[config.mk]
export PLATFORM = sky130hd
export DESIGN_NAME = srx_rx_datapath
export DESIGN_NICKNAME = d
export VERILOG_FILES = /design/src/shared/srx_pkg.sv /design/src/srx_sync_fifo.sv /design/src/srx_rx_datapath.sv
export SDC_FILE = /design/constraint.sdc
export NUM_CORES = 1
export LEC_CHECK = 0
export BUFFER_PORTS_ARGS = -buffer_cell sky130_fd_sc_hd__buf_2
export CORE_MARGIN = 1
export CORE_UTILIZATION = 40
export CTS_BUF_LIST = sky130_fd_sc_hd__clkbuf_16
export DETAILED_ROUTE_END_ITERATION = 8
export PLACE_DENSITY_LB_ADDON = 0.3
export SLEW_MARGIN = 30
export SYNTH_ARGS = -nofsm -noshare
export SYNTH_HDL_FRONTEND = slang
export SYNTH_SLANG_ARGS = --single-unit
[constraint.sdc]
create_clock -name pclk -period 2.41 [get_ports pclk]
set_input_delay 0.241 -clock pclk [delete_from_list [all_inputs] [get_ports pclk]]
set_output_delay 0.241 -clock pclk [all_outputs]
set_load 0.02 [all_outputs]
[src/shared/srx_pkg.sv]
// constants and types for the serial receive datapath
// Notes on behaviour
// - static mode samples at a fixed configured phase, no adjustment
// - static mode captures on rising or falling edge per configuration
// - static mode: bit slip and deserializer run on the high-speed clock
// - dynamic mode picks the phase that best centres the data eye
// - dynamic mode writes the synchronizer with the selected-phase sample
// - dynamic mode reads the synchronizer on the high-speed clock
// - dynamic mode: bit slip and deserializer use the reading clock
// - soft recovery mode takes the local clock as pll reference
// - soft recovery mode keeps stepping phase to follow ppm offset
// - soft recovery mode: slip and deserializer on selected phase, no fifo
// - soft recovery mode forwards selected phase divided by factor
// - soft recovery output word is synchronous to recovered clock
// - pll parallel clock is still forwarded in soft recovery mode
// - parallel output is at most ten bits wide
// - static mode bypass delivers one bit single rate, two bits double rate
// - sampling clock runs at the bit rate, one period per bit
// - synchronizer is one bit by six deep, reset on first lock
// - each slip control rising edge below rollover adds one bit of delay, the rollover edge clears it
// - deserializer ratios are 4, 6, 7, 8 or 10
// - eight phases, 45 degrees apart
package srx_pkg;
  localparam int NUM_PHASES = 8;
  localparam logic [2:0] PHASE_HALF = 3'h4;
  localparam int WORD_W = 10;
  localparam int HIST_W = 11;
  localparam int FIFO_DEPTH = 6;
  localparam logic [2:0] FIFO_START = 3'h3;
  localparam logic [8:0] LOCK_COUNT = 9'h100;
  localparam logic [3:0] FACTOR_DEF = 4'hA;
  localparam logic [7:0] ADDR_CTRL = 8'h00;
  localparam logic [7:0] ADDR_STAT = 8'h04;
  localparam logic [7:0] ADDR_SLIP = 8'h08;
  localparam logic [7:0] ADDR_WORD = 8'h0C;
  localparam int CTRL_W = 19;
  localparam logic [18:0] CTRL_RST = 19'h55002;

  typedef enum logic [2:0]
  {
    MODE_STATIC_PHASE = 3'b001,
    MODE_DYNAMIC_PHASE_ALIGN = 3'b010,
    MODE_SOFT_CDR = 3'b100
  } srx_mode_type;

  typedef struct packed
  {
    logic [3:0] rollover;
    logic [3:0] factor;
    logic [2:0] phase;
    logic hold;
    logic ddr;
    logic bypass;
    logic edge_fall;
    logic [2:0] mode;
    logic enable;
  } srx_ctrl_type;

  typedef struct packed
  {
    logic valid;
    logic [9:0] data;
  } srx_word_type;
endpackage : srx_pkg

[src/srx_sync_fifo.sv]
// one bit wide synchronizer fifo between selected phase and pll clock
`timescale 1ns/10ps
module srx_sync_fifo
(
  input wire logic pclk,
  input wire logic presetn,
  input wire logic clear,
  input wire logic wr_en,
  input wire logic wr_bit,
  output logic rd_bit,
  output logic rd_ok
);
  logic mem [srx_pkg::FIFO_DEPTH];
  logic [2:0] wptr;
  logic [2:0] rptr;
  logic [2:0] count;
  logic full;
  logic do_wr;
  logic do_rd;

  assign full = (count == 3'(srx_pkg::FIFO_DEPTH));
  assign do_rd = rd_ok & (count != 3'h0);
  assign do_wr = wr_en & (~full | do_rd);

  // pointers and fill level
  always_ff @(posedge pclk or negedge presetn)
  begin
    if (!presetn)
    begin
      wptr <= 3'h0;
      rptr <= 3'h0;
      count <= 3'h0;
    end
    else if (clear)
    begin
      wptr <= 3'h0;
      rptr <= 3'h0;
      count <= 3'h0;
    end
    else
    begin
      if (do_wr)
        wptr <= (wptr == 3'(srx_pkg::FIFO_DEPTH - 1)) ? 3'h0 : wptr + 3'h1;
      if (do_rd)
        rptr <= (rptr == 3'(srx_pkg::FIFO_DEPTH - 1)) ? 3'h0 : rptr + 3'h1;
      count <= count + 3'(do_wr) - 3'(do_rd);
    end
  end

  // storage
  always_ff @(posedge pclk)
  begin
    if (do_wr)
      mem[wptr] <= wr_bit;
  end

  // reading starts half full, then runs every cycle
  always_ff @(posedge pclk or negedge presetn)
  begin
    if (!presetn)
    begin
      rd_ok <= 1'b0;
      rd_bit <= 1'b0;
    end
    else if (clear)
    begin
      rd_ok <= 1'b0;
      rd_bit <= 1'b0;
    end
    else
    begin
      if (count >= srx_pkg::FIFO_START)
        rd_ok <= 1'b1;
      if (do_rd)
        rd_bit <= mem[rptr];
    end
  end
endmodule : srx_sync_fifo

[src/srx_rx_datapath.sv]
// receive datapath: phase alignment, synchronizer, slip, deserializer
`timescale 1ns/10ps
module srx_rx_datapath
(
  input wire logic pclk,
  input wire logic presetn,
  input wire logic psel,
  input wire logic penable,
  input wire logic pwrite,
  input wire logic [7:0] paddr,
  input wire logic [31:0] pwdata,
  output logic [31:0] prdata,
  output logic pready,
  output logic pslverr,
  input wire logic [7:0] phase_taps,
  output logic pll_ref_local,
  output srx_pkg::srx_word_type rx_out,
  output logic par_clk_pll,
  output logic par_clk_rec,
  output logic slip_max
);
  srx_pkg::srx_ctrl_type ctrl;
  srx_pkg::srx_ctrl_type run_cfg;
  srx_pkg::srx_mode_type mode;
  logic running;
  logic [2:0] phase;
  logic [8:0] stable_cnt;
  logic locked;
  logic lock_pulse;
  logic has_edge;
  logic [2:0] edge_at;
  logic [2:0] target;
  logic [2:0] diff;
  logic step_ok;
  logic slip_ctl;
  logic slip_prev;
  logic [3:0] slip_cnt;
  logic [10:0] hist;
  logic [3:0] bit_cnt;
  logic [9:0] shreg;
  logic [9:0] next_shreg;
  logic [9:0] word_mask;
  logic [3:0] eff_factor;
  logic [3:0] pll_cnt;
  logic [2:0] static_idx;
  logic src_bit;
  logic bit_ok;
  logic slip_bit;
  logic word_ok;
  logic fifo_bit;
  logic fifo_ok;
  logic fifo_clear;
  logic bypass_on;
  logic setup;
  logic wr_access;

  // first transition between neighbouring phase taps
  function automatic logic [2:0] first_edge(input logic [7:0] t);
    logic [2:0] pos;
    pos = 3'h0;
    for (int i = srx_pkg::NUM_PHASES - 2; i >= 0; i--)
    begin
      if (t[i] ^ t[i + 1])
        pos = 3'(i + 1);
    end
    return pos;
  endfunction : first_edge

  // mode code held in the configuration
  always_comb
  begin
    unique case (run_cfg.mode)
      srx_pkg::MODE_STATIC_PHASE: mode = srx_pkg::MODE_STATIC_PHASE;
      srx_pkg::MODE_DYNAMIC_PHASE_ALIGN:
        mode = srx_pkg::MODE_DYNAMIC_PHASE_ALIGN;
      srx_pkg::MODE_SOFT_CDR: mode = srx_pkg::MODE_SOFT_CDR;
      default: mode = srx_pkg::MODE_STATIC_PHASE;
    endcase
  end

  // supported ratios, anything else falls back to ten
  always_comb
  begin
    unique case (run_cfg.factor)
      4'h4, 4'h6, 4'h7, 4'h8, 4'hA: eff_factor = run_cfg.factor;
      default: eff_factor = srx_pkg::FACTOR_DEF;
    endcase
  end

  assign word_mask = ~(10'h3FF << eff_factor);
  assign bypass_on = run_cfg.bypass & (mode == srx_pkg::MODE_STATIC_PHASE);

  // configuration frozen while enabled
  always_ff @(posedge pclk or negedge presetn)
  begin
    if (!presetn)
    begin
      run_cfg <= srx_pkg::srx_ctrl_type'(srx_pkg::CTRL_RST);
      running <= 1'b0;
    end
    else
    begin
      if (!ctrl.enable)
        run_cfg <= ctrl;
      running <= ctrl.enable;
    end
  end

  assign pll_ref_local = running & (mode == srx_pkg::MODE_SOFT_CDR);

  // phase error from the tap transition
  assign has_edge = |(phase_taps[6:0] ^ phase_taps[7:1]);
  assign edge_at = first_edge(phase_taps);
  assign target = edge_at + srx_pkg::PHASE_HALF;
  assign diff = target - phase;
  assign step_ok = (mode == srx_pkg::MODE_SOFT_CDR) | ~run_cfg.hold | ~locked;
  assign lock_pulse = ~locked & (stable_cnt == srx_pkg::LOCK_COUNT);

  // phase alignment and lock tracking
  always_ff @(posedge pclk or negedge presetn)
  begin
    if (!presetn)
    begin
      phase <= 3'h0;
      stable_cnt <= 9'h000;
      locked <= 1'b0;
    end
    else if (!running || mode == srx_pkg::MODE_STATIC_PHASE)
    begin
      phase <= run_cfg.phase;
      stable_cnt <= 9'h000;
      locked <= 1'b0;
    end
    else
    begin
      if (has_edge && diff != 3'h0 && step_ok)
      begin
        if (diff[2])
          phase <= phase - 3'h1;
        else
          phase <= phase + 3'h1;
      end
      if (has_edge && diff != 3'h0)
        stable_cnt <= 9'h000;
      else if (stable_cnt != srx_pkg::LOCK_COUNT)
        stable_cnt <= stable_cnt + 9'h001;
      if (lock_pulse)
        locked <= 1'b1;
    end
  end

  // static phase, shifted half a period for the falling edge
  always_comb
  begin
    static_idx = run_cfg.phase;
    if (run_cfg.edge_fall)
      static_idx = run_cfg.phase + srx_pkg::PHASE_HALF;
  end

  assign fifo_clear = ~running | lock_pulse;

  srx_sync_fifo u_sync
  (
    .pclk(pclk),
    .presetn(presetn),
    .clear(fifo_clear),
    .wr_en(locked & (mode == srx_pkg::MODE_DYNAMIC_PHASE_ALIGN)),
    .wr_bit(phase_taps[phase]),
    .rd_bit(fifo_bit),
    .rd_ok(fifo_ok)
  );

  // bit source chosen by mode, one bit per clock
  always_comb
  begin
    src_bit = 1'b0;
    bit_ok = 1'b0;
    unique case (mode)
      srx_pkg::MODE_STATIC_PHASE:
      begin
        src_bit = phase_taps[static_idx];
        bit_ok = running & ~bypass_on;
      end
      srx_pkg::MODE_DYNAMIC_PHASE_ALIGN:
      begin
        src_bit = fifo_bit;
        bit_ok = running & fifo_ok;
      end
      srx_pkg::MODE_SOFT_CDR:
      begin
        src_bit = phase_taps[phase];
        bit_ok = running & locked;
      end
    endcase
  end

  // slip control rising edge and rollover
  always_ff @(posedge pclk or negedge presetn)
  begin
    if (!presetn)
    begin
      slip_prev <= 1'b0;
      slip_cnt <= 4'h0;
      slip_max <= 1'b0;
    end
    else
    begin
      slip_prev <= slip_ctl;
      slip_max <= 1'b0;
      if (!running)
        slip_cnt <= 4'h0;
      else if (slip_ctl && !slip_prev)
      begin
        if (slip_cnt + 4'h1 >= run_cfg.rollover)
        begin
          slip_cnt <= 4'h0;
          slip_max <= 1'b1;
        end
        else
          slip_cnt <= slip_cnt + 4'h1;
      end
    end
  end

  // delay line for bit insertion
  always_ff @(posedge pclk or negedge presetn)
  begin
    if (!presetn)
      hist <= 11'h000;
    else if (bit_ok)
      hist <= {hist[9:0], src_bit};
  end

  assign slip_bit = (slip_cnt == 4'h0) ? src_bit : hist[slip_cnt - 4'h1];
  assign next_shreg = {shreg[8:0], slip_bit};
  assign word_ok = running & (mode == srx_pkg::MODE_STATIC_PHASE | locked);

  // deserializer and parallel output
  always_ff @(posedge pclk or negedge presetn)
  begin
    if (!presetn)
    begin
      shreg <= 10'h000;
      bit_cnt <= 4'h0;
      rx_out <= '0;
    end
    else if (bypass_on && running)
    begin
      bit_cnt <= 4'h0;
      rx_out.valid <= 1'b1;
      if (run_cfg.ddr)
        rx_out.data <= {8'h00, phase_taps[static_idx + srx_pkg::PHASE_HALF],
          phase_taps[static_idx]};
      else
        rx_out.data <= {9'h000, phase_taps[static_idx]};
    end
    else if (!bit_ok)
    begin
      rx_out.valid <= 1'b0;
      if (!running)
      begin
        shreg <= 10'h000;
        bit_cnt <= 4'h0;
      end
    end
    else
    begin
      shreg <= next_shreg;
      rx_out.valid <= 1'b0;
      if (bit_cnt == eff_factor - 4'h1)
      begin
        bit_cnt <= 4'h0;
        rx_out.data <= next_shreg & word_mask;
        rx_out.valid <= word_ok;
      end
      else
        bit_cnt <= bit_cnt + 4'h1;
    end
  end

  // recovered parallel clock, follows the word counter
  always_ff @(posedge pclk or negedge presetn)
  begin
    if (!presetn)
      par_clk_rec <= 1'b0;
    else
      par_clk_rec <= (mode == srx_pkg::MODE_SOFT_CDR) & bit_ok
        & (bit_cnt < (eff_factor >> 1));
  end

  // pll parallel clock, free divider while running
  always_ff @(posedge pclk or negedge presetn)
  begin
    if (!presetn)
    begin
      pll_cnt <= 4'h0;
      par_clk_pll <= 1'b0;
    end
    else if (!running)
    begin
      pll_cnt <= 4'h0;
      par_clk_pll <= 1'b0;
    end
    else
    begin
      if (pll_cnt == eff_factor - 4'h1)
        pll_cnt <= 4'h0;
      else
        pll_cnt <= pll_cnt + 4'h1;
      par_clk_pll <= pll_cnt < (eff_factor >> 1);
    end
  end

  // apb slave, zero wait states
  assign setup = psel & ~penable;
  assign wr_access = psel & penable & pwrite;
  assign pready = psel & penable;

  always_ff @(posedge pclk or negedge presetn)
  begin
    if (!presetn)
    begin
      ctrl <= srx_pkg::srx_ctrl_type'(srx_pkg::CTRL_RST);
      slip_ctl <= 1'b0;
    end
    else if (wr_access)
    begin
      if (paddr == srx_pkg::ADDR_CTRL)
        ctrl <= srx_pkg::srx_ctrl_type'(pwdata[srx_pkg::CTRL_W - 1:0]);
      if (paddr == srx_pkg::ADDR_SLIP)
        slip_ctl <= pwdata[0];
    end
  end

  // read data and error captured in the setup cycle
  always_ff @(posedge pclk or negedge presetn)
  begin
    if (!presetn)
    begin
      prdata <= 32'h0000_0000;
      pslverr <= 1'b0;
    end
    else if (setup)
    begin
      pslverr <= 1'b0;
      prdata <= 32'h0000_0000;
      unique case (paddr)
        srx_pkg::ADDR_CTRL:
          prdata <= {13'h0000, ctrl};
        srx_pkg::ADDR_STAT:
          prdata <= {19'h00000, fifo_ok, locked, running, slip_cnt,
            phase, mode};
        srx_pkg::ADDR_SLIP:
          prdata <= {31'h0000_0000, slip_ctl};
        srx_pkg::ADDR_WORD:
          prdata <= {21'h000000, rx_out};
        default:
          pslverr <= 1'b1;
      endcase
    end
  end
endmodule : srx_rx_datapath

* Yosys cells after proc, flatten, opt, wreduce, memory -nomap -nowiden *
Memory sizes are Yosys's and may differ from the RTL's.
Cells that the tools add are included.

word-level totals
  memory bits (writable) = 6
  word-level logic and storage cells = 216
  input bits = 53
  register bits after elaboration = 143
  memories = 1
  output and inout bits = 49

cells by class
  add/subtract/negate cells = 16
  shift-type cells = 1
  $lt $le $gt $ge = 8
  bitwise gates (word level) = 37
  mux-type cells = 64
  equal/unequal tests = 23
  reduce and logical (&&, ||, !) cells = 26

memory list
  name        depth  bits a word  rd ports  clocked after Yosys merged registers in  write ports  line                 source
  u_sync.mem  6      1            1         0                                        1            srx_sync_fifo.sv:13  logic mem [srx_pkg::FIFO_DEPTH];

operators with widths
  kind                                                                           count
  19-bit case mux with 4 select lines                                            1
  3-bit two-way mux                                                              18
  9-bit two-way mux                                                              5
  4-bit two-way mux                                                              10
  11-bit two-way mux                                                             2
  1-bit two-way mux                                                              19
  8-bit by 4-bit equality test with 1-bit output (second input constant)         2
  1-bit bitwise AND                                                              15
  3-bit equality test (second input constant)                                    5
  2-bit nonzero test                                                             7
  4-bit by 1-bit adder with 4-bit output (second input constant)                 3
  4-bit by 3-bit equality test with 1-bit output (second input constant)         3
  3-bit by 4-bit less-than comparator with 1-bit output (second input constant)  3
  10-bit bitwise AND                                                             1
  10-bit two-way mux                                                             1
  10-bit NOT                                                                     1
  10-bit by 4-bit << shifter with 10-bit output (first input constant)           1
  3-bit by 1-bit adder with 3-bit output (second input constant)                 3
  3-bit adder (second input constant)                                            3
  9-bit by 1-bit adder with 9-bit output (second input constant)                 1
  1-bit binary-select mux with 3-bit select                                      3
  9-bit equality test (second input constant)                                    1
  9-bit != test (second input constant)                                          1
  3-bit nonzero test                                                             3
  33 further kinds                                                               63

* Longest topological paths before layout *
  word-level depth = 15
  gate-level depth with buffers = 17
  depth with buffers taken out = 17

* Hierarchy *
From an unflattened synthesis, not the netlist that was laid out.

second synthesis, totals
  cell total of the unflattened synthesis = 685
  area total of the unflattened synthesis = 7,234.4 um^2

modules (own cells, without submodules)
  module           seq. area each (um^2)  times used  cells each  area an instance (um^2)
  srx_rx_datapath  2,990.4                1           609         6,393.6
  srx_sync_fifo    455.4                  1           76          840.8

* Worst setup path after synthesis *
No wires, ideal clock.

  kind = input-to-reg
  start = input phase_taps[3]
  end = register phase[2]
  arrival time = 2,754 ps
  library setup time = 142 ps
  setup slack = -486 ps
  stages = 14
  buffers on the path = 1
  data required time = 2,268 ps
  cells stage by stage = clkbuf_1 -> nand2_1 -> nor2_1 -> o22ai_1 -> ha_1 -> ha_1 -> xor3_1 -> xnor2_1 -> fa_1 -> nor3b_1 -> a221oi_1 -> a21oi_1 -> xnor2_1 -> a21oi_1

on the way
  word-level cells in the longest chain between the ends = 11
  elaborated cells on any way between the ends = 17
  those cells by class = add/sub (2); mux (7); bitwise (3); reduce/logical (5)

ends and longest elaborated chain
  item                            line                    source
  start: declaration              srx_rx_datapath.sv:15   input wire logic [7:0] phase_taps,
  1-bit XOR                       srx_rx_datapath.sv:63   if (t[i] ^ t[i + 1])
  3-bit two-way mux (4 in a row)  srx_rx_datapath.sv:63
  3-bit adder                     srx_rx_datapath.sv:114  assign target = edge_at + srx_pkg::PHASE_HALF;
  3-bit subtractor                srx_rx_datapath.sv:115  assign diff = target - phase;
  3-bit nonzero test              srx_rx_datapath.sv:136  if (has_edge && diff != 3'h0 && step_ok)
  1-bit logical AND (2 in a row)  srx_rx_datapath.sv:136
  2-bit nonzero test (no line)    --
  end signal: assignment          srx_rx_datapath.sv:130  phase <= run_cfg.phase;
  end signal: assignment          srx_rx_datapath.sv:139  phase <= phase - 3'h1;
  end signal: assignment          srx_rx_datapath.sv:141  phase <= phase + 3'h1;
  end: declaration                srx_rx_datapath.sv:26   logic [2:0] phase;

Parallel ways exist; a longest one is shown, timed or not. The select of a mux whose other input is x is not followed.
A chain may end at the register's enable or synchronous reset.

* Final worst setup path *
  start = input phase_taps[6]
  end = register phase[2]

on the way
  word-level cells in the longest chain between the ends = 14
  elaborated cells on any way between the ends = 20
  those cells by class = add/sub (2); mux (10); bitwise (3); reduce/logical (5)

ends and longest elaborated chain
  item                            line
  1-bit XOR                       srx_rx_datapath.sv:63
  3-bit two-way mux (7 in a row)  srx_rx_datapath.sv:63
  3-bit adder                     srx_rx_datapath.sv:114
  3-bit subtractor                srx_rx_datapath.sv:115
  3-bit nonzero test              srx_rx_datapath.sv:136
  1-bit logical AND (2 in a row)  srx_rx_datapath.sv:136
  2-bit nonzero test (no line)    --

Parallel ways exist; a longest one is shown, timed or not. The select of a mux whose other input is x is not followed.

==> metrics.txt <==
slowest CP cell fa_2; Buf+Inv Stages, Crit Path 2; Tcrit/Tclk final 109%; crit-path leading delay family compound AO/OA/AOI/OAI gates; hold_ws roughly 0.06 ns; DR WL/cell around 17 um; Critical R2R Capture phase[2]; row count 48; Crit Path Class in2reg; Setup Skew ~0.011 ns; total power between 4000 and 5000 uW; RSZ-0062 raised after global routing yes; initial core utilization approximately 41%; Synth Warn # 0; worst stage delay on the critical path about 0.39 ns; initial antenna violation count 0; I/O Buffers 75; failing checks negative setup slack; Residual DRC 0; drt pass-1 iters 4; Post-DP HPWL around 12,000 um; diode count 0; Clock Sink Count 136; final setup vio count 1; Static Leak 0.00417 uW; Flop pwr share between 40% and 50%; crit path max fanout 4; RD Place Congestion roughly 0.8; nets around 870; Post-synth EDFFs 6; R2R depth 11; minimum clock period 2.63 ns; placed insts 977; crit end category register; Mapped Cells about 660; WHS Path Cells 2; crit-path cells buf_2 -> buf_4 -> a21oi_1 -> nor2_1 -> o22ai_1 -> ha_1 -> ha_2 -> xor3_2 -> xnor2_2 -> fa_2 -> nor3b_4 -> a221oi_2 -> a21oi_1 -> xnor2_1 -> a21oi_1; most used cell, CP a21oi_1; Worst Setup Slack, final -0.219 ns; Mean Syn Cell Area 10.9 um2; Core Util, Final around 51%; wirelength, routed 17,000 um; ys async rst share between 90% and 100%; Hold EP ctrl[8]; Logic pwr share ~7.3%; total die area around 18,000 um2; Root Buffer clkbuf_16; DRT iter0 DRCs just over 200; FF-to-FF Start phase[1]; chip height 136 um; vias in the first global route 5,524; gr usage total around a fifth; worst hold path class in2reg; fin. max-slew vios 0; gr ovfl total 0; Mapped Area 7160 um2; crit path DAT 2.96 ns; Finished Cell Area 8850 um2; Non-Filler Instances ~1,000; status complete, but fails checks; Pwr Density around 560 nW/um2; Final ANT Viol Nets 0; post-synth cell types 73; total CTS buffers 17; Peak VDD IR 0.470 mV; largest net degree at the start of global routing 73; most common cell after layout, fill and taps aside dfrtp_1; Main synth FF type dfrtp_1; Internal approximately 3800 uW; first-pass GRT wire length between 20,000 and 30,000 um; Critical Path Start Type primary input; switching part of the total between 20 and 25%; Worst EP required roughly 2.7 ns; #FFs+latches synth ~140; area growth from synthesis to layout 23.7%; Maximum Capacitance Violations 0; Core ar. 17,400 um2; vias per cell 5.22; Sw Pwr around 1100 uW; DR vias about 5,400; fmax roughly 380 MHz; commonest cells after routing, fill and taps aside dfrtp_1 (120), buf_2 (74), nor2_1 (68); Rel. slew slack between 50% and 60%; CTS max path bufs 2; share of cells above drive strength 1 33.8%; R2R Setup Slk -0.21 ns; Clock Power Share between 40% and 50%; H-tree depth 4; Worst-Skew Late Latency 0.42 ns; Reg clk slew, reported paths ~0.060 ns; measured slew at the worst slew-check pin approximately 0.68 ns; final hold vios 0; Die W 136 um; CTS tree built; HP Start pwdata[8]; dpl cell area roughly 8000 um2; # IOs a little over 100; register area share after synthesis 48.1%
==> synth_stat cells, drive strengths merged, types with 4 or more instances <==
library cell	number	area, um2
clkbuf	15	56.3
nor4	7	58.8
dfstp	10	263
ha	23	288
inv	32	120
buf	25	173
a22o	11	96.3
mux4	6	135
nor3b	5	42.5
a211oi	4	30.0
mux2	53	597
a21o	4	30.0
xor2	12	105
nor2	69	259
and2	5	31.3
nor3	11	60.1
mux2i	27	270
xnor2	17	149
nand2b	14	95.1
o21ai	22	110
edfxtp	6	180
dfrtp	120	3000
nor2b	6	37.5
nand3	17	90.1
a21oi	38	205
nand2	45	169
nand4	5	31.3
==> through the flow <==
stage	TNS (ns)	setup WS [ns]
after floorplan	-0.414	-0.414
after global placement	-1.35	-0.600
after detailed placement	-2.60	-0.758
after CTS	-0.214	-0.214
after global routing	-1.20	-0.340
final	-0.219	-0.219
==> flip-flops by register name, indices dropped and copies added, names as in the netlist, 3 cells and up <==
name and count:
u_sync.wptr 3, bit_cnt 4, u_sync.rptr 3, rx_out 11, run_cfg 18, prdata 19
ctrl 19, u_sync.mem 6, phase 3, slip_cnt 4, u_sync.count 3, shreg 9
stable_cnt 9, pll_cnt 4, hist 11
==> logic make-up (layout without fill, tap and decap cells) <==
group                      Yosys count  in the layout  synth area share (%)
and+or+nand+nor                    199            199                  13.9
DFF                                136            136                  48.1
AOI/OAI and AO/OA                  108            108                  9.97
muxes                               86             86                  14.0
buffers and inverters               72            201                  4.88
xor gates and xnor gates            32             32                  4.51
adders and majority gates           25             25                  4.58
other                                1             13                0.0524
==> routing by layer <==
metal	track usage (%)	part of all wire (%)
met5	0	0
met4	7.99	2.0
met3	4.04	3.0
met2	34.1	52
met1	23.5	43
==> what timing repair did <==
item	in CTS	in global routing
endpoints found under the hold margin	19	0
endpoints found under the setup margin	13	19
hold buffers	1	0
buffers inserted	4	11
gates cloned	0	1
resized for setup	9	37
pin swaps	11	19
==> cell type report <==
class	count	area [um2]
Sequential cell	136	3450
Tap cell	225	282
Clock buffer	17	425
Multi-Input combinational cell	463	3590
Clock inverter	14	82.6
Fill cell	1529	8500
Timing Repair Buffer	138	910
Inverter	32	120
==> power by group through the flow <==
stage	clock [uW]	sequential, uW	combinational, uW
2_1_floorplan	0	2370	190
3_3_place_gp	0	2370	325
3_5_place_dp	0	2380	331
4_1_cts	2300	2340	351
5_1_grt	2400	2340	402
6_report	2240	2340	363
==> worst max-delay path by stage <==
stage	startpoint	slack, ns	depth (start not counted)	to
2_1_floorplan	phase_taps[2]	-0.41	13	phase[2]
3_3_place_gp	phase_taps[6]	-0.60	17	phase[2]
3_5_place_dp	phase_taps[6]	-0.76	17	phase[2]
4_1_cts	phase[1]	-0.21	11	phase[2]
5_1_grt	phase[1]	-0.34	11	phase[2]
6_report	phase_taps[6]	-0.22	15	phase[2]
==> worst reg2reg max path, cell delays in order (launching register included) <==
cell      delay [ns]
dfrtp_1         0.35
inv_2           0.05
ha_1            0.27
ha_2            0.17
xor3_2          0.30
xnor2_2         0.17
fa_2            0.39
nor3b_4         0.18
a221oi_2        0.26
a21oi_1         0.10
xnor2_1         0.13
a21oi_1         0.16
Note: power is estimated with default switching activity, not from simulation.
